--- config.mk ---
export PLATFORM = sky130hd
export DESIGN_NAME = flash_host_ctrl
export DESIGN_NICKNAME = d
export VERILOG_FILES = /design/src/shared/flash_host_pkg.sv /design/src/design/flash_bus_cycle.sv /design/src/design/flash_host_ctrl.sv
export SDC_FILE = /design/constraint.sdc
export NUM_CORES = 1
export LEC_CHECK = 0
export BUFFER_PORTS_ARGS = -buffer_cell sky130_fd_sc_hd__buf_2
export CELL_PAD_IN_SITES_DETAIL_PLACEMENT = 1
export CELL_PAD_IN_SITES_GLOBAL_PLACEMENT = 1
export CORE_MARGIN = 4
export CORE_UTILIZATION = 45
export DETAILED_ROUTE_END_ITERATION = 10
export PLACE_DENSITY_LB_ADDON = 0.1
export SETUP_SLACK_MARGIN = 0.3
export SYNTH_ARGS = -nofsm -noshare
export SYNTH_HDL_FRONTEND = slang
export SYNTH_HIERARCHICAL = 1
export SYNTH_SLANG_ARGS = --single-unit
--- constraint.sdc ---
create_clock -name CLK_IN -period 3.7 [get_ports CLK_IN]
set_input_delay 0 -clock CLK_IN [delete_from_list [all_inputs] [get_ports CLK_IN]]
set_output_delay 0 -clock CLK_IN [all_outputs]
set_load 0.02 [all_outputs]
--- src/shared/flash_host_pkg.sv ---
package flash_host_pkg;

	// ****************************************************************
	// Clock and bus-cycle timing
	// ****************************************************************
	localparam int CLK_PERIOD_NS = 50;
	localparam int T_ADDR_SETUP_NS = 50;
	localparam int T_WE_LOW_NS = 100;
	localparam int T_RD_ACCESS_NS = 120;
	localparam int T_RECOVER_NS = 50;
	localparam int ADDR_SETUP_CYC =
		(T_ADDR_SETUP_NS + CLK_PERIOD_NS - 1) / CLK_PERIOD_NS;
	localparam int WE_LOW_CYC = (T_WE_LOW_NS + CLK_PERIOD_NS - 1) / CLK_PERIOD_NS;
	localparam int RD_ACCESS_CYC =
		(T_RD_ACCESS_NS + CLK_PERIOD_NS - 1) / CLK_PERIOD_NS;
	localparam int RECOVER_CYC = (T_RECOVER_NS + CLK_PERIOD_NS - 1) / CLK_PERIOD_NS;

	// Longest time the array may take to halt an erase after suspend.
	localparam int SUSPEND_MAX_US = 35;
	localparam int SUSPEND_WAIT_CYC =
		(SUSPEND_MAX_US * 1000 + CLK_PERIOD_NS - 1) / CLK_PERIOD_NS;

	// ****************************************************************
	// Flash command words and addresses
	// ****************************************************************
	localparam logic [11:0] UNLOCK_ADDR1 = 12'h555;
	localparam logic [11:0] UNLOCK_ADDR2 = 12'h2AA;
	localparam logic [11:0] PROTECT_OFS = 12'h002;
	localparam logic [11:0] LOCK_OFS = 12'h003;
	localparam int SECTOR_LSB = 12;
	localparam logic [7:0] CMD_UNLOCK1 = 8'hAA;
	localparam logic [7:0] CMD_UNLOCK2 = 8'h55;
	localparam logic [7:0] CMD_PROGRAM = 8'hA0;
	localparam logic [7:0] CMD_BYPASS = 8'h20;
	localparam logic [7:0] CMD_BYPASS_EXIT = 8'h90;
	localparam logic [7:0] CMD_AUTOSELECT = 8'h90;
	localparam logic [7:0] CMD_RESET = 8'hF0;
	localparam logic [7:0] CMD_SUSPEND = 8'hB0;
	localparam logic [7:0] CMD_RESUME = 8'h30;
	localparam logic [7:0] CMD_SECURED = 8'h88;
	localparam logic [7:0] CMD_ERASE_SETUP = 8'h80;
	localparam logic [7:0] CMD_CHIP_ERASE = 8'h10;
	localparam logic [7:0] CMD_SECTOR_ERASE = 8'h30;

	// Status bit positions in data read back from the flash.
	localparam int POLLING_BIT = 7;
	localparam int TOGGLE_BIT = 6;
	localparam int ERROR_STATUS_BIT = 5;
	localparam int SECTOR_TOGGLE_BIT = 2;

	// ****************************************************************
	// Controller register map
	// ****************************************************************
	localparam logic [7:0] REG_CTRL = 8'h00;
	localparam logic [7:0] REG_ADDR = 8'h04;
	localparam logic [7:0] REG_WDATA = 8'h08;
	localparam logic [7:0] REG_STATUS = 8'h0C;
	localparam logic [7:0] REG_RDATA = 8'h10;
	localparam int CTRL_OP_LSB = 0;
	localparam int CTRL_OP_W = 4;
	localparam int ST_BUSY = 0;
	localparam int ST_TOGGLED = 1;
	localparam int ST_SECTOR_TOGGLED = 2;
	localparam int ST_ERROR = 3;
	localparam int ST_SUSPENDED = 4;
	localparam int ST_BYPASS = 5;
	localparam int ST_POLLING = 6;
	localparam logic [31:0] RESET_WORD = 32'h0000_0000;

	typedef enum logic [3:0] {
		OP_READ,
		OP_RESET,
		OP_SUSPEND,
		OP_RESUME,
		OP_PROGRAM,
		OP_BYPASS_ENTER,
		OP_BYPASS_PROGRAM,
		OP_BYPASS_EXIT,
		OP_PROTECT_VERIFY,
		OP_LOCK_READ,
		OP_SECURED_ENTER,
		OP_SECTOR_ERASE,
		OP_SECTOR_ADD,
		OP_CHIP_ERASE
	} op_t;
	localparam int OP_COUNT = 14;

endpackage

--- src/design/flash_bus_cycle.sv ---
`timescale 1ns/1ns
module flash_bus_cycle #(
	parameter int ADDR_W = 19,
	parameter int DATA_W = 16
) (
	input wire logic clk_in,
	input wire logic rstn_in,
	input wire logic start_in,
	input wire logic is_read_in,
	input wire logic [ADDR_W-1:0] addr_in,
	input wire logic [DATA_W-1:0] data_in,
	input wire logic [DATA_W-1:0] dq_in,
	output logic done_out,
	output logic [DATA_W-1:0] rdata_out,
	output logic [ADDR_W-1:0] addr_out,
	output logic [DATA_W-1:0] dq_out,
	output logic dq_oe_out,
	output logic ce_n_out,
	output logic we_n_out,
	output logic oe_n_out
);

	typedef enum {C_IDLE, C_SETUP, C_PULSE, C_HOLD, C_RECOVER} cyc_state_t;

	if (flash_host_pkg::ADDR_SETUP_CYC > 15 || flash_host_pkg::WE_LOW_CYC > 15 ||
		flash_host_pkg::RD_ACCESS_CYC > 15 || flash_host_pkg::RECOVER_CYC > 15)
	begin : g_bad_timing
		$error("flash_bus_cycle: timing count exceeds counter width");
	end

	cyc_state_t state_reg, state_next;
	logic [3:0] cnt_reg, cnt_next;
	logic rd_reg, rd_next;
	logic [ADDR_W-1:0] addr_reg, addr_next;
	logic [DATA_W-1:0] dq_reg, dq_next;
	logic [DATA_W-1:0] rdata_reg, rdata_next;
	logic oe_drv_reg, oe_drv_next;
	logic ce_n_reg, ce_n_next;
	logic we_n_reg, we_n_next;
	logic oe_n_reg, oe_n_next;

	// ****************************************************************
	// Cycle sequencing
	// ****************************************************************
	// The write pulse ends one cycle before chip select and data drive are released,
	// so the flash latches data on the rising strobe with hold margin.
	always_comb
	begin
		state_next = state_reg;
		cnt_next = cnt_reg;
		rd_next = rd_reg;
		addr_next = addr_reg;
		dq_next = dq_reg;
		rdata_next = rdata_reg;
		oe_drv_next = oe_drv_reg;
		ce_n_next = ce_n_reg;
		we_n_next = we_n_reg;
		oe_n_next = oe_n_reg;
		case (state_reg)
			C_IDLE:
			begin
				if (start_in)
				begin
					rd_next = is_read_in;
					addr_next = addr_in;
					dq_next = data_in;
					oe_drv_next = !is_read_in;
					ce_n_next = 1'b0;
					cnt_next = 4'(flash_host_pkg::ADDR_SETUP_CYC - 1);
					state_next = C_SETUP;
				end
			end
			C_SETUP:
			begin
				if (cnt_reg == 4'h0)
				begin
					we_n_next = rd_reg;
					oe_n_next = !rd_reg;
					cnt_next = rd_reg ? 4'(flash_host_pkg::RD_ACCESS_CYC - 1) :
						4'(flash_host_pkg::WE_LOW_CYC - 1);
					state_next = C_PULSE;
				end
				else
					cnt_next = cnt_reg - 4'h1;
			end
			C_PULSE:
			begin
				if (cnt_reg == 4'h0)
				begin
					if (rd_reg)
						rdata_next = dq_in;
					we_n_next = 1'b1;
					oe_n_next = 1'b1;
					state_next = C_HOLD;
				end
				else
					cnt_next = cnt_reg - 4'h1;
			end
			C_HOLD:
			begin
				ce_n_next = 1'b1;
				oe_drv_next = 1'b0;
				cnt_next = 4'(flash_host_pkg::RECOVER_CYC - 1);
				state_next = C_RECOVER;
			end
			C_RECOVER:
			begin
				if (cnt_reg == 4'h0)
					state_next = C_IDLE;
				else
					cnt_next = cnt_reg - 4'h1;
			end
			default:
				state_next = C_IDLE;
		endcase
	end

	always_ff @(posedge clk_in or negedge rstn_in)
	begin
		if (!rstn_in)
		begin
			state_reg <= C_IDLE;
			cnt_reg <= 4'h0;
			rd_reg <= 1'b0;
			addr_reg <= '0;
			dq_reg <= '0;
			rdata_reg <= '0;
			oe_drv_reg <= 1'b0;
			ce_n_reg <= 1'b1;
			we_n_reg <= 1'b1;
			oe_n_reg <= 1'b1;
		end
		else
		begin
			state_reg <= state_next;
			cnt_reg <= cnt_next;
			rd_reg <= rd_next;
			addr_reg <= addr_next;
			dq_reg <= dq_next;
			rdata_reg <= rdata_next;
			oe_drv_reg <= oe_drv_next;
			ce_n_reg <= ce_n_next;
			we_n_reg <= we_n_next;
			oe_n_reg <= oe_n_next;
		end
	end

	assign done_out = (state_reg == C_RECOVER) && (cnt_reg == 4'h0);
	assign rdata_out = rdata_reg;
	assign addr_out = addr_reg;
	assign dq_out = dq_reg;
	assign dq_oe_out = oe_drv_reg;
	assign ce_n_out = ce_n_reg;
	assign we_n_out = we_n_reg;
	assign oe_n_out = oe_n_reg;

endmodule

--- src/design/flash_host_ctrl.sv ---
// The implementer's own choices: the address map and the APB slave port.
`timescale 1ns/1ns
// Overview of operation
// - Suspend is one write of B0; address driven as zero.
// - Resume is one write of 30 at any address; repeats are harmless.
// - Program is 555/AA, 2AA/55, 555/A0, then target address and data.
// - Bypass entry is unlock then 555/20; bypass program is A0 then data.
// - Bypass exit is 90 then F0 at any address.
// - Secured region entry is the two unlocks then 555/88.
// - Reset is a single write of F0 to return to array reads.
module flash_host_ctrl #(
	parameter int ADDR_W = 19,
	parameter int DATA_W = 16
) (
	input wire logic CLK_IN,
	input wire logic RSTN_IN,
	input wire logic PSEL_IN,
	input wire logic PENABLE_IN,
	input wire logic PWRITE_IN,
	input wire logic [7:0] PADDR_IN,
	input wire logic [31:0] PWDATA_IN,
	output logic [31:0] PRDATA_OUT,
	output logic PREADY_OUT,
	output logic PSLVERR_OUT,
	output logic [ADDR_W-1:0] FLASH_ADDR_OUT,
	input wire logic [DATA_W-1:0] FLASH_DQ_IN,
	output logic [DATA_W-1:0] FLASH_DQ_OUT,
	output logic FLASH_DQ_OE_OUT,
	output logic FLASH_CE_N_OUT,
	output logic FLASH_WE_N_OUT,
	output logic FLASH_OE_N_OUT
);

	typedef enum {S_IDLE, S_RUN, S_WAIT} state_t;
	localparam int WAIT_W = $clog2(flash_host_pkg::SUSPEND_WAIT_CYC + 1);

	if (ADDR_W <= flash_host_pkg::SECTOR_LSB || ADDR_W > 32 || DATA_W < 8 ||
		DATA_W > 32)
	begin : g_bad_width
		$error("flash_host_ctrl: unsupported address or data width");
	end

	state_t state_reg, state_next;
	flash_host_pkg::op_t op_reg, op_next;
	logic [2:0] step_reg, step_next;
	logic start_reg, start_next;
	logic [ADDR_W-1:0] addr_reg, addr_next;
	logic [DATA_W-1:0] wdata_reg, wdata_next;
	logic [DATA_W-1:0] rdata_reg, rdata_next;
	logic tog_reg, tog_next;
	logic stog_reg, stog_next;
	logic susp_reg, susp_next;
	logic byp_reg, byp_next;
	logic [WAIT_W-1:0] wait_reg, wait_next;
	logic [31:0] prdata_reg, prdata_next;

	logic st_read, st_last, unlocked, erasing;
	logic [ADDR_W-1:0] st_addr;
	logic [DATA_W-1:0] st_data;
	logic cyc_done;
	logic [DATA_W-1:0] cyc_rdata;
	logic [31:0] status_word, rd_mux;
	logic mapped, apb_setup, wr_access, idle, op_ok;
	logic [3:0] new_code;

	// ****************************************************************
	// Command sequence table
	// ****************************************************************
	// Command words carry zero in the upper byte.
	always_comb
	begin
		st_addr = addr_reg;
		st_data = wdata_reg;
		st_read = 1'b0;
		st_last = 1'b0;
		unlocked = !(op_reg inside {flash_host_pkg::OP_READ,
			flash_host_pkg::OP_RESET, flash_host_pkg::OP_SUSPEND,
			flash_host_pkg::OP_RESUME, flash_host_pkg::OP_BYPASS_PROGRAM,
			flash_host_pkg::OP_BYPASS_EXIT, flash_host_pkg::OP_SECTOR_ADD});
		erasing = (op_reg == flash_host_pkg::OP_SECTOR_ERASE) ||
			(op_reg == flash_host_pkg::OP_CHIP_ERASE);
		if ((unlocked && step_reg == 3'h0) || (erasing && step_reg == 3'h3))
		begin
			st_addr = ADDR_W'(flash_host_pkg::UNLOCK_ADDR1);
			st_data = DATA_W'(flash_host_pkg::CMD_UNLOCK1);
		end
		else if ((unlocked && step_reg == 3'h1) || (erasing && step_reg == 3'h4))
		begin
			st_addr = ADDR_W'(flash_host_pkg::UNLOCK_ADDR2);
			st_data = DATA_W'(flash_host_pkg::CMD_UNLOCK2);
		end
		else
		begin
			st_last = 1'b1;
			case (op_reg)
				flash_host_pkg::OP_READ:
					st_read = 1'b1;
				flash_host_pkg::OP_RESET:
				begin
					st_addr = '0;
					st_data = DATA_W'(flash_host_pkg::CMD_RESET);
				end
				flash_host_pkg::OP_SUSPEND:
				begin
					st_addr = '0;
					st_data = DATA_W'(flash_host_pkg::CMD_SUSPEND);
				end
				flash_host_pkg::OP_RESUME:
				begin
					st_addr = '0;
					st_data = DATA_W'(flash_host_pkg::CMD_RESUME);
				end
				flash_host_pkg::OP_PROGRAM:
				begin
					if (step_reg == 3'h2)
					begin
						st_last = 1'b0;
						st_addr = ADDR_W'(flash_host_pkg::UNLOCK_ADDR1);
						st_data = DATA_W'(flash_host_pkg::CMD_PROGRAM);
					end
				end
				flash_host_pkg::OP_BYPASS_ENTER:
				begin
					st_addr = ADDR_W'(flash_host_pkg::UNLOCK_ADDR1);
					st_data = DATA_W'(flash_host_pkg::CMD_BYPASS);
				end
				flash_host_pkg::OP_BYPASS_PROGRAM:
				begin
					if (step_reg == 3'h0)
					begin
						st_last = 1'b0;
						st_addr = '0;
						st_data = DATA_W'(flash_host_pkg::CMD_PROGRAM);
					end
				end
				flash_host_pkg::OP_BYPASS_EXIT:
				begin
					st_addr = '0;
					st_data = DATA_W'(flash_host_pkg::CMD_RESET);
					if (step_reg == 3'h0)
					begin
						st_last = 1'b0;
						st_data = DATA_W'(flash_host_pkg::CMD_BYPASS_EXIT);
					end
				end
				flash_host_pkg::OP_PROTECT_VERIFY, flash_host_pkg::OP_LOCK_READ:
				begin
					if (step_reg == 3'h2)
					begin
						st_last = 1'b0;
						st_addr = ADDR_W'(flash_host_pkg::UNLOCK_ADDR1);
						st_data = DATA_W'(flash_host_pkg::CMD_AUTOSELECT);
					end
					else if (op_reg == flash_host_pkg::OP_PROTECT_VERIFY)
					begin
						st_read = 1'b1;
						st_addr = {addr_reg[ADDR_W-1:flash_host_pkg::SECTOR_LSB],
							flash_host_pkg::PROTECT_OFS};
					end
					else
					begin
						st_read = 1'b1;
						st_addr = ADDR_W'(flash_host_pkg::LOCK_OFS);
					end
				end
				flash_host_pkg::OP_SECURED_ENTER:
				begin
					st_addr = ADDR_W'(flash_host_pkg::UNLOCK_ADDR1);
					st_data = DATA_W'(flash_host_pkg::CMD_SECURED);
				end
				flash_host_pkg::OP_SECTOR_ERASE, flash_host_pkg::OP_CHIP_ERASE,
				flash_host_pkg::OP_SECTOR_ADD:
				begin
					if (step_reg == 3'h2)
					begin
						st_last = 1'b0;
						st_addr = ADDR_W'(flash_host_pkg::UNLOCK_ADDR1);
						st_data = DATA_W'(flash_host_pkg::CMD_ERASE_SETUP);
					end
					else if (op_reg == flash_host_pkg::OP_CHIP_ERASE)
					begin
						st_addr = ADDR_W'(flash_host_pkg::UNLOCK_ADDR1);
						st_data = DATA_W'(flash_host_pkg::CMD_CHIP_ERASE);
					end
					else
						st_data = DATA_W'(flash_host_pkg::CMD_SECTOR_ERASE);
				end
				default:
					st_addr = addr_reg;
			endcase
		end
	end

	// ****************************************************************
	// Register access and operation control
	// ****************************************************************
	assign idle = (state_reg == S_IDLE);
	assign apb_setup = PSEL_IN && !PENABLE_IN;
	assign wr_access = PSEL_IN && PENABLE_IN && PWRITE_IN && mapped;
	assign new_code = PWDATA_IN[flash_host_pkg::CTRL_OP_LSB +: 4];
	assign op_ok = new_code < 4'(flash_host_pkg::OP_COUNT);
	assign mapped = PADDR_IN inside {flash_host_pkg::REG_CTRL,
		flash_host_pkg::REG_ADDR, flash_host_pkg::REG_WDATA,
		flash_host_pkg::REG_STATUS, flash_host_pkg::REG_RDATA};

	always_comb
	begin
		status_word = flash_host_pkg::RESET_WORD;
		status_word[flash_host_pkg::ST_BUSY] = !idle;
		status_word[flash_host_pkg::ST_TOGGLED] = tog_reg;
		status_word[flash_host_pkg::ST_SECTOR_TOGGLED] = stog_reg;
		status_word[flash_host_pkg::ST_ERROR] =
			rdata_reg[flash_host_pkg::ERROR_STATUS_BIT];
		status_word[flash_host_pkg::ST_SUSPENDED] = susp_reg;
		status_word[flash_host_pkg::ST_BYPASS] = byp_reg;
		status_word[flash_host_pkg::ST_POLLING] =
			rdata_reg[flash_host_pkg::POLLING_BIT];
		case (PADDR_IN)
			flash_host_pkg::REG_CTRL:
				rd_mux = 32'(op_reg);
			flash_host_pkg::REG_ADDR:
				rd_mux = 32'(addr_reg);
			flash_host_pkg::REG_WDATA:
				rd_mux = 32'(wdata_reg);
			flash_host_pkg::REG_STATUS:
				rd_mux = status_word;
			flash_host_pkg::REG_RDATA:
				rd_mux = 32'(rdata_reg);
			default:
				rd_mux = flash_host_pkg::RESET_WORD;
		endcase
	end

	always_comb
	begin
		state_next = state_reg;
		op_next = op_reg;
		step_next = step_reg;
		start_next = 1'b0;
		addr_next = addr_reg;
		wdata_next = wdata_reg;
		rdata_next = rdata_reg;
		tog_next = tog_reg;
		stog_next = stog_reg;
		susp_next = susp_reg;
		byp_next = byp_reg;
		wait_next = wait_reg;
		prdata_next = apb_setup ? rd_mux : prdata_reg;
		// Operands are frozen while a sequence runs, so a late write
		// cannot tear a command apart half way.
		if (wr_access && idle && PADDR_IN == flash_host_pkg::REG_ADDR)
			addr_next = PWDATA_IN[ADDR_W-1:0];
		if (wr_access && idle && PADDR_IN == flash_host_pkg::REG_WDATA)
			wdata_next = PWDATA_IN[DATA_W-1:0];
		case (state_reg)
			S_IDLE:
			begin
				if (wr_access && PADDR_IN == flash_host_pkg::REG_CTRL && op_ok)
				begin
					op_next = flash_host_pkg::op_t'(new_code);
					step_next = 3'h0;
					start_next = 1'b1;
					state_next = S_RUN;
				end
			end
			S_RUN:
			begin
				if (cyc_done && st_read)
				begin
					rdata_next = cyc_rdata;
					tog_next = cyc_rdata[flash_host_pkg::TOGGLE_BIT] ^
						rdata_reg[flash_host_pkg::TOGGLE_BIT];
					stog_next = cyc_rdata[flash_host_pkg::SECTOR_TOGGLE_BIT] ^
						rdata_reg[flash_host_pkg::SECTOR_TOGGLE_BIT];
				end
				if (cyc_done && !st_last)
				begin
					step_next = step_reg + 3'h1;
					start_next = 1'b1;
				end
				else if (cyc_done)
				begin
					state_next = S_IDLE;
					case (op_reg)
						flash_host_pkg::OP_SUSPEND:
						begin
							susp_next = 1'b1;
							wait_next = WAIT_W'(flash_host_pkg::SUSPEND_WAIT_CYC - 1);
							state_next = S_WAIT;
						end
						flash_host_pkg::OP_RESUME:
							susp_next = 1'b0;
						flash_host_pkg::OP_BYPASS_ENTER:
							byp_next = 1'b1;
						flash_host_pkg::OP_BYPASS_EXIT, flash_host_pkg::OP_RESET:
							byp_next = 1'b0;
						default:
							byp_next = byp_reg;
					endcase
				end
			end
			S_WAIT:
			begin
				if (wait_reg == '0)
					state_next = S_IDLE;
				else
					wait_next = wait_reg - WAIT_W'(1);
			end
			default:
				state_next = S_IDLE;
		endcase
	end

	always_ff @(posedge CLK_IN or negedge RSTN_IN)
	begin
		if (!RSTN_IN)
		begin
			state_reg <= S_IDLE;
			op_reg <= flash_host_pkg::OP_READ;
			step_reg <= 3'h0;
			start_reg <= 1'b0;
			addr_reg <= '0;
			wdata_reg <= '0;
			rdata_reg <= '0;
			tog_reg <= 1'b0;
			stog_reg <= 1'b0;
			susp_reg <= 1'b0;
			byp_reg <= 1'b0;
			wait_reg <= '0;
			prdata_reg <= flash_host_pkg::RESET_WORD;
		end
		else
		begin
			state_reg <= state_next;
			op_reg <= op_next;
			step_reg <= step_next;
			start_reg <= start_next;
			addr_reg <= addr_next;
			wdata_reg <= wdata_next;
			rdata_reg <= rdata_next;
			tog_reg <= tog_next;
			stog_reg <= stog_next;
			susp_reg <= susp_next;
			byp_reg <= byp_next;
			wait_reg <= wait_next;
			prdata_reg <= prdata_next;
		end
	end

	assign PRDATA_OUT = prdata_reg;
	assign PREADY_OUT = 1'b1;
	assign PSLVERR_OUT = PSEL_IN && PENABLE_IN && !mapped;

	// ****************************************************************
	// Flash pin sequencer
	// ****************************************************************
	flash_bus_cycle #(
		.ADDR_W(ADDR_W),
		.DATA_W(DATA_W)
	) u_cycle (
		.clk_in(CLK_IN),
		.rstn_in(RSTN_IN),
		.start_in(start_reg),
		.is_read_in(st_read),
		.addr_in(st_addr),
		.data_in(st_data),
		.dq_in(FLASH_DQ_IN),
		.done_out(cyc_done),
		.rdata_out(cyc_rdata),
		.addr_out(FLASH_ADDR_OUT),
		.dq_out(FLASH_DQ_OUT),
		.dq_oe_out(FLASH_DQ_OE_OUT),
		.ce_n_out(FLASH_CE_N_OUT),
		.we_n_out(FLASH_WE_N_OUT),
		.oe_n_out(FLASH_OE_N_OUT)
	);

endmodule

==> impl_metrics.yaml, run 1 <==
floorplan:
  initial_core_util_pct: 46.5
  die_h_um: 142
  die_w_um: 142
  design.core.area_um2: 17500
  row_count: 48
  die_area_um2: 20300
  ioPinCount: 134
power:
  p_leak_nw: 4.79
  powerDensity_nw_per_um2: 438
  ir_worst_vdd_uv: 363
synthesis:
  yosysSeqAreaShare_pct: 48.4
  syn_inst: 742
  synth_flop_cell: "dfrtp_1"
  synth_edf_count: 0
  synth_area_um2: 8130
  synth_area_per_cell_um2: 11.0
  yosys_register_bits: 157
  ys_warn_count: 6
  synthArstFlopShare_pct: 100
  synthDistinctLibCells: 72
timing:
  max_freq_ghz: 0.346
  slew_headroom_pct: 32.6
  rsz0062_at_grt: "no"
  fin_ws_ns: 0.809
  period_minus_slack_ns: 2.89
  hold-worst-slack_ns: 0.0477
  worst_pin_slew_ns: 1.01
  setup_tns_ns: 0
  worst_clock_skew_ns: 0.0148
  period_share_pct: 78.1
  slew_violations: 0
  setup_violations: 0
  finalHoldViolCount: 0
clock_tree:
  h-tree-depth: 4
  cts_resized: 0
  clk_transition_reported_paths_ns: 0.08
  cts_tree: "built"
  cts_root_buf: "clkbuf_16"
  clock_latency_ns: 0.45
  clock_sinks: 157
  clk_path_buf_depth: 2
  cts_inserted_buffers: 17
final_layout:
  seqCellArea_um2: 3930
  multiInputGateArea_um2: 3790
  area_delta_synth_final_pct: 19.6
  nNetsFinal: 943
  drive_above_1_share_pct: 31.5
  utilization_pct: 55.6
  nFillCells: 1912
grt:
  grt_pass1_wl_mm: 37.5
  track_usage_pct: 23.6
  overflow: 0
  grt_start_max_net_pins: 92
  grt_pass1_vias: 6850
  antenna_found_initial: 0
placement:
  gp_congestion: 0.873
  dp_hpwl_mm: 16.3
  pre_cts_slack_ns: 0.847
  port_buffers: 106
routing:
  drt_wl_total_mm: 23.3
  vias_per_cell: 5.66
  vias: 6305
  firstDrtPassIters: 5
  initialDrtViolationCount: 381
  drc: 0
  ant_nets: 0
  avgRoutedWirePerCell_um: 20.9
worst_hold_path:
  hold_class: "in -> reg"
worst_setup_path:
  cp_slowest_cell: "or3b_1"
  worst-setup-path-type: "reg -> reg"
  crit_fanout: 18
  worst_setup_path_end_kind: "flop"
  critPathRequiredTime_ns: 4.02
  cp-start-kind: "flop"
  arrival_ns: 3.22
  crit_chain: "inv_1, ha_1, or3b_1, nor2_1, nand2_1, nor3_4, buf_4, mux2_2"
  slowest_delay_ns: 0.50
outcome:
  outcome: "finished, final reports clean"
job:
  max-cap-violations: 0
[Yosys cell counts, types with 5 or more instances]
library cell / instances / area [µm²]
a31oi_1: 5 / 31.3
nor4b_1: 5 / 43.8
nand2_1: 58 / 218
nor3_1: 14 / 70.1
mux2_2: 95 / 1070
buf_4: 21 / 158
and2_1: 16 / 100
a21oi_1: 36 / 180
o21bai_1: 5 / 37.5
nor2b_1: 15 / 93.8
inv_1: 14 / 52.6
a22o_1: 10 / 87.6
o22ai_1: 9 / 56.3
clkbuf_1: 26 / 97.6
mux2_4: 11 / 165
nor2_1: 40 / 150
mux2_1: 5 / 56.3
buf_2: 5 / 25.0
mux2i_1: 12 / 120
o21ai_0: 48 / 240
buf_6: 5 / 56.3
ha_1: 8 / 100
a21o_1: 9 / 67.6
dfrtp_1: 154 / 3850
nand2b_1: 13 / 81.3
nor3b_1: 5 / 37.5
a22oi_1: 19 / 143
[per-stage QoR]
stage	std cells	power [mW]	cell area, µm²
global placement	1044	2.47	8760
global route	1112	4.45	9720
CTS	1112	4.29	9720
floorplan	754	2.35	8170
finish	1113	4.25	9720
detailed placement	1044	2.50	8760
[layout by cell type, fill, tap and decap left out, types with 4 or more instances in the layout]
master and instances:
o21ai_0 48, dlygate4sd3_1 36, nor3b_1 5, o22ai_1 9, a21oi_1 36, nor3_1 14, nand3b_1 4, inv_1 14
a22o_1 10, buf_4 21, clkinv_8 4, mux2_2 95, o21bai_1 5, dfrtp_1 154, a22oi_1 19, nand2_1 58
nand2b_1 13, ha_1 8, inv_8 5, nor2b_1 14, a31oi_1 5, and2_1 16, nand3_1 4, nor2_1 40
mux2_1 5, buf_2 105, mux2i_1 12, a21o_1 9, nor4b_1 5, or3_1 4, mux2_4 11, a211oi_1 4
clkbuf_16 17, conb_1 14
[worst max-delay path: cells and delay by family (launching register included)]
kind	cells	cell delay, ns
simple gates	4	1.29
mux	1	0.38
fa+ha+maj	1	0.20
flops	1	0.45
buf+inv	2	0.43
[power breakdown]
| part | total, mW | switching (mW) | internal (mW) |
|---|---|---|---|
| clock | 1.76 | 0.849 | 0.908 |
| combinational | 0.651 | 0.371 | 0.280 |
| sequential | 1.85 | 0.0712 | 1.77 |
[per-layer routing]
metal	track usage (%)	vias up	routed length [µm]
met4	7.10	0	414
met1	31.3	3218	10300
met3	4.97	33	1090
li1	-	2896	-
met2	39.1	158	11500
met5	0	-	0
[kinds of logic after synthesis]
kind of cell | synth area share, %
simple gates | 13.7
compound gates | 13.3
flops | 48.4
mux | 17.4
buf+inv | 5.51
fa+ha+maj | 1.23
xor+xnor | 0.323
other cells | 0.0924
[final cells by class]
class	instances	area share (%)
Timing Repair Buffer	163	10.9
Antenna cell	1	0.0257
Sequential cell	157	40.5
Multi-Input combinational cell	519	39.0
Tap cell	225	2.90
Clock inverter	15	1.76
Clock buffer	17	4.38
Inverter	16	0.618
[final timing paths]
kind                                                start                    endpoint  slack [ns]  depth (start not counted)
setup / recovery           u_cycle/cnt_reg[0]$_DFFE_PN0P_    rdata_reg[4]$_DFFE_PN0P_        0.81                          8
hold / removal                                PADDR_IN[5]   PRDATA_OUT[1]$_DFFE_PN0P_        0.05                          4
setup reg to reg           u_cycle/cnt_reg[0]$_DFFE_PN0P_    rdata_reg[4]$_DFFE_PN0P_        0.81                          8
hold reg to reg                 PRDATA_OUT[4]$_DFFE_PN0P_   PRDATA_OUT[4]$_DFFE_PN0P_        0.48                          2
max in group asynchronous                         RSTN_IN  PRDATA_OUT[10]$_DFFE_PN0P_        2.47                          3
min in group asynchronous                         RSTN_IN     wait_reg[3]$_DFFE_PN0P_        0.19                          2
[what timing repair did]
action                    CTS  global route
hold endpoints to repair  141             0
hold buffers               36             0
setup buffers               0             0
(Power assumes the default switching activity.)
==> inputs of run 2 (changes only) <==
- ABC_AREA: default -> 1
- CORE_UTILIZATION: 45 -> 38
- clock period: 3.7 -> 2.3 ns (I/O delays scaled with it)
==> impl_metrics.yaml, run 2 <==
outcome:
  outcome: "finished, final reports clean"
grt:
  grt_pass1_vias: 7421
  grt_pass1_wl_mm: 39.8
  antenna_found_initial: 0
  track_usage_pct: 20.9
  overflow: 0
  grt_start_max_net_pins: 60
timing:
  rsz0062_at_grt: "yes"
  setup_tns_ns: 0
  max_freq_ghz: 0.527
  setup_violations: 0
  finalHoldViolCount: 0
  slew_violations: 0
  period_share_pct: 82.5
  worst_clock_skew_ns: 0.00936
  worst_pin_slew_ns: 0.569
  slew_headroom_pct: 62.1
  period_minus_slack_ns: 1.90
synthesis:
  synth_top_cells_by_count: "nand2_1 (369), dfrtp_1 (154), o21ai_0 (108)"
  synth_area_per_cell_um2: 7.78
  synth-xor-area-share_pct: 0.327
  synthTopCellsByArea: "dfrtp_1 (48%), nand2_1 (17%), o21ai_0 (6.7%)"
  synth_adder_area_share_pct: 1.25
  synth_top_area_share_pct: 48.0
  synth_compound_area_share_pct: 12.5
  synth_edf_count: 0
  yosysTopAreaCell: "dfrtp_1"
  ys_warn_count: 6
  yosysMostFrequentCell: "nand2_1"
  synthSimpleGateAreaFrac_pct: 27.5
  yosys_register_bits: 157
  synth_top_family_by_area: "simple AND/OR/NAND/NOR gates"
  synth_flop_cell: "dfrtp_1"
  synth_area_um2: 8030
  synthMuxAreaShare_pct: 0.187
  syn_inst: 1032
  synthDistinctLibCells: 49
  synthArstFlopShare_pct: 100
  yosysSeqAreaShare_pct: 49.0
placement:
  dpl_cell_area_um2: 8850
  port_buffers: 106
  dp_hpwl_mm: 17.7
  gp_congestion: 0.940
clock_tree:
  h-tree-depth: 4
  clk_transition_reported_paths_ns: 0.07
  cts_tree: "built"
  cts_root_buf: "clkbuf_16"
  clk_path_buf_depth: 2
  cts_inserted_buffers: 17
  clock_latency_ns: 0.43
  clock_sinks: 157
final_layout:
  area_delta_synth_final_pct: 26.8
  drive_above_1_share_pct: 21.9
  nNetsFinal: 1274
  final_area_um2: 10200
  utilization_pct: 49.7
  mostFrequentLayoutCell: "nand2_1"
  final_cell_mix: "nand2_1 (364), dfrtp_1 (150), buf_2 (105), o21ai_0 (104), inv_1 (92)"
floorplan:
  die_h_um: 153
  design.core.area_um2: 20500
  ioPinCount: 134
  die_w_um: 153
  row_count: 52
  initial_core_util_pct: 39.2
  die_area_um2: 23500
job:
  max-cap-violations: 0
worst_hold_path:
  min_from: "PENABLE_IN"
  hold_class: "in -> reg"
worst_setup_path:
  crit_fanout: 6
  arrival_ns: 2.22
  startpoint: "step_reg[0]$_DFFE_PN0P_"
  worst-setup-path-type: "reg -> reg"
  r2r-start: "step_reg[0]$_DFFE_PN0P_"
  worst_setup_path_end_kind: "flop"
  cp-start-kind: "flop"
  critPathRequiredTime_ns: 2.62
power:
  p_leak_nw: 5.13
  powerDensity_nw_per_um2: 663
  ir_worst_vdd_uv: 496
routing:
  drc: 0
  firstDrtPassIters: 5
  vias_per_cell: 4.88
  ant_nets: 0
  drt_wl_total_mm: 24.8
  vias: 7254
  avgRoutedWirePerCell_um: 16.7
  initialDrtViolationCount: 326
run 2: cell types whose count changed after synthesis, sizes merged, moves of 16 or more:
cell / before / now
and2: 16 / 0
a22oi: 19 / 0
nor2: 40 / 70
mux2: 111 / 1
nand2: 58 / 380
inv: 14 / 107
o21ai: 49 / 125
nand3: 4 / 39
run 2: what timing repair did:
action | 4_1_cts | 5_1_grt
setup buffers | 6 | 14
pin swaps | 3 | 10
gates cloned | 1 | 0
gates resized for setup | 13 | 41
hold endpoints to repair | 107 | 0
hold buffers | 37 | 0
endpoints found under the setup margin | 63 | 69
run 2: area by class of cell:
| type | instances | area [µm²] |
|---|---|---|
| sequential | 157 | 3940 |
| multi-input combinational | 729 | 3570 |
| clock inverter | 11 | 161 |
| inverter | 109 | 417 |
| timing repair buffer | 191 | 1320 |
| antenna | 1 | 2.50 |
| fill | 2514 | 10300 |
| clock buffer | 20 | 447 |
| tap | 270 | 338 |
run 2: per-layer routing:
layer / share of wire (%) / vias to the layer above / track usage (%)
li1: - / 3601 / -
met1: 47 / 3489 / 29.6
met2: 48 / 140 / 33.8
met3: 4.0 / 24 / 3.79
met4: 0.99 / 0 / 4.58
met5: 0 / - / 0
run 2: worst paths after layout:
| kind | endpoint | slack, ns | cells past startpoint |
|---|---|---|---|
| max in group asynchronous | op_reg[3]$_DFFE_PN0P_ | 1.41 | 3 |
| min | PRDATA_OUT[14]$_DFFE_PN0P_ | 0.04 | 5 |
| max reg2reg | rdata_reg[3]$_DFFE_PN0P_ | 0.40 | 13 |
| min reg2reg | u_cycle/ce_n_out$_DFFE_PN1P_ | 0.46 | 2 |
| max | rdata_reg[3]$_DFFE_PN0P_ | 0.40 | 13 |
| min in group asynchronous | u_cycle/dq_out[5]$_DFFE_PN0P_ | 0.10 | 2 |
run 2: per-stage QoR:
| step | instances | hold slack (ns) | power, mW | setup slack, ns |
|---|---|---|---|---|
| 3_3_place_gp | 1398 | 0.00629 | 3.78 | 0.150 |
| 5_1_grt | 1487 | 0.0447 | 7.06 | 0.261 |
| 3_5_place_dp | 1398 | 0.00428 | 3.80 | 0.0640 |
| 2_1_floorplan | 1044 | -0.296 | 3.51 | 0.489 |
| 6_report | 1488 | 0.0401 | 6.75 | 0.402 |
| 4_1_cts | 1473 | 0.0219 | 6.80 | 0.310 |
run 2: cell families after synthesis:
group	count (synthesis)
buffers and inverters	159
adders and majority gates	8
and+or+nand+nor	516
DFF	157
other	2
muxes	1
xor gates and xnor gates	3
AOI/OAI and AO/OA	186
run 2: where the power goes:
group	internal [mW]	leakage, nW	switching (mW)
sequential	2.83	2.06	0.0559
combinational	0.311	2.78	0.610
clock	1.75	0.286	1.19
total	4.89	5.13	1.86
run 2: critical path, cell delays in order (launching register included):
cell	delay, ns
dfrtp_1	0.40
inv_2	0.07
ha_1	0.14
inv_1	0.06
nor2_4	0.12
inv_1	0.09
nand2_1	0.11
inv_1	0.08
a21oi_4	0.24
buf_12	0.15
nor3_4	0.04
buf_4	0.16
nand2_1	0.07
nand2_1	0.06
==> inputs of run 3 (changes only) <==
- CORE_UTILIZATION: 38 -> 42
- clock period: 2.3 -> 1.75 ns (I/O delays scaled with it)
==> impl_metrics.yaml, run 3 (synthesis gave the netlist of run 2 again) <==
routing:
  initialDrtViolationCount: 670
  avgRoutedWirePerCell_um: 23.2
  drt_wl_total_mm: 35.9
  firstDrtPassIters: 5
  vias_per_cell: 5.66
  drc: 0
  vias: 8750
  ant_nets: 0
final_layout:
  mostFrequentLayoutCell: "nand2_1"
  final_cell_mix: "nand2_1 (293), dfrtp_1 (147), buf_2 (105), buf_4 (95), inv_1 (80)"
  area_delta_synth_final_pct: 51.2
  finalNonFillerCells: 1547
  nNetsFinal: 1368
  drive_above_1_share_pct: 40.1
clock_tree:
  clk_path_buf_depth: 2
  clk_transition_reported_paths_ns: 0.07
  cts_tree: "built"
  clock_latency_ns: 0.46
  cts_root_buf: "clkbuf_16"
  clock_sinks: 157
  cts_inserted_buffers: 17
  h-tree-depth: 4
floorplan:
  die_w_um: 146
  ioPinCount: 134
  initial_core_util_pct: 42.8
  die_area_um2: 21400
  die_h_um: 146
  row_count: 50
  design.core.area_um2: 18800
grt:
  grt_start_max_net_pins: 53
  antenna_found_initial: 1
  overflow: 0
  grt_pass1_vias: 8526
  track_usage_pct: 27.4
  grt_pass1_wl_mm: 46.8
timing:
  max_freq_ghz: 0.493
  period_share_pct: 116
  worst_pin_slew_ns: 0.546
  rsz0062_at_grt: "yes"
  period_minus_slack_ns: 2.03
  setup_violations: 67
  slew_violations: 0
  finalHoldViolCount: 0
  setup_tns_ns: -11.21
  fin_ws_ns: -0.278
  hold-worst-slack_ns: 0.0498
  slew_headroom_pct: 63.6
  worst_clock_skew_ns: 0.0139
outcome:
  violations: "setup timing"
  outcome: "complete, but fails checks"
placement:
  dpl.cell_count: 1413
  gp_congestion: 0.848
  pre_cts_slack_ns: -0.226
  dp_hpwl_mm: 19.1
  port_buffers: 106
power:
  power_mw: 9.50
  ir_worst_vdd_uv: 732
  p_leak_nw: 6.01
  powerDensity_nw_per_um2: 782
worst_setup_path:
  worst-setup-path-type: "reg -> reg"
  worst_setup_path_end_kind: "flop"
  critPathRequiredTime_ns: 2.14
  arrival_ns: 2.42
  cp-start-kind: "flop"
  crit_fanout: 7
job:
  max-cap-violations: 0
worst_hold_path:
  hold_class: "in -> reg"
## run 3: power breakdown
group | switching (mW) | internal, mW
sequential | 0.0859 | 3.72
clock | 1.82 | 2.17
combinational | 1.04 | 0.669
## run 3: area by class of cell
| class | count | area (µm²) |
|---|---|---|
| diodes | 1 | 2.50 |
| repair buffers | 283 | 2370 |
| well taps | 234 | 293 |
| flip-flops and latches | 157 | 3940 |
| clock inverters | 14 | 176 |
| repair inverters | 1 | 6.26 |
| inverters | 109 | 464 |
| clock buffers | 18 | 429 |
| fillers | 2139 | 6620 |
| multi-input cells | 730 | 4470 |
## run 3: final timing paths
path                                         startpoint  slack [ns]  depth (start not counted)                               end
max                               op_reg[0]$_DFFE_PN0P_       -0.28                         12  u_cycle/addr_out[12]$_DFFE_PN0P_
max in group asynchronous                       RSTN_IN        1.00                          3      u_cycle/we_n_out$_DFFE_PN1P_
min reg2reg                u_cycle/ce_n_out$_DFFE_PN1P_        0.47                          2      u_cycle/ce_n_out$_DFFE_PN1P_
max reg2reg                       op_reg[0]$_DFFE_PN0P_       -0.28                         12  u_cycle/addr_out[12]$_DFFE_PN0P_
min in group asynchronous                       RSTN_IN        0.06                          2     u_cycle/dq_out[7]$_DFFE_PN0P_
min                                          PENABLE_IN        0.05                          5        PRDATA_OUT[14]$_DFFE_PN0P_
## run 3: metrics by stage
| stage | area [µm²] | utilization (%) |
|---|---|---|
| after CTS | 11100 | 59.4 |
| after global placement | 9420 | 50.2 |
| final | 12100 | 64.7 |
| after detailed placement | 9420 | 50.2 |
| after floorplan | 8270 | - |
| after global routing | 12100 | 64.7 |
## run 3: metal layers
layer  vias to the layer above  global-route usage, %  wire length, µm
met5                         -                      0                0
met4                         0                   12.5             1910
met3                       154                   4.53             2250
met2                       446                   46.1            18100
met1                      4340                   34.6            13600
li1                       3810                      -                -
## run 3: what timing repair did
item,CTS,global route
endpoints found under the hold margin,210,0
hold buffers,37,0
gates cloned,5,11
setup endpoints to repair,88,130
resized for setup,121,206
buffers inserted,28,20
pin swaps,36,51
## run 3: critical path: stages (launching register included)
cell,delay [ns]
dfrtp_2,0.50
nor2_4,0.28
nand2_1,0.15
nand2_2,0.14
inv_2,0.07
o21ai_4,0.10
inv_1,0.11
nand3_2,0.09
buf_6,0.14
nand2_1,0.08
nor2_1,0.13
nand2_1,0.08
nand2_1,0.09
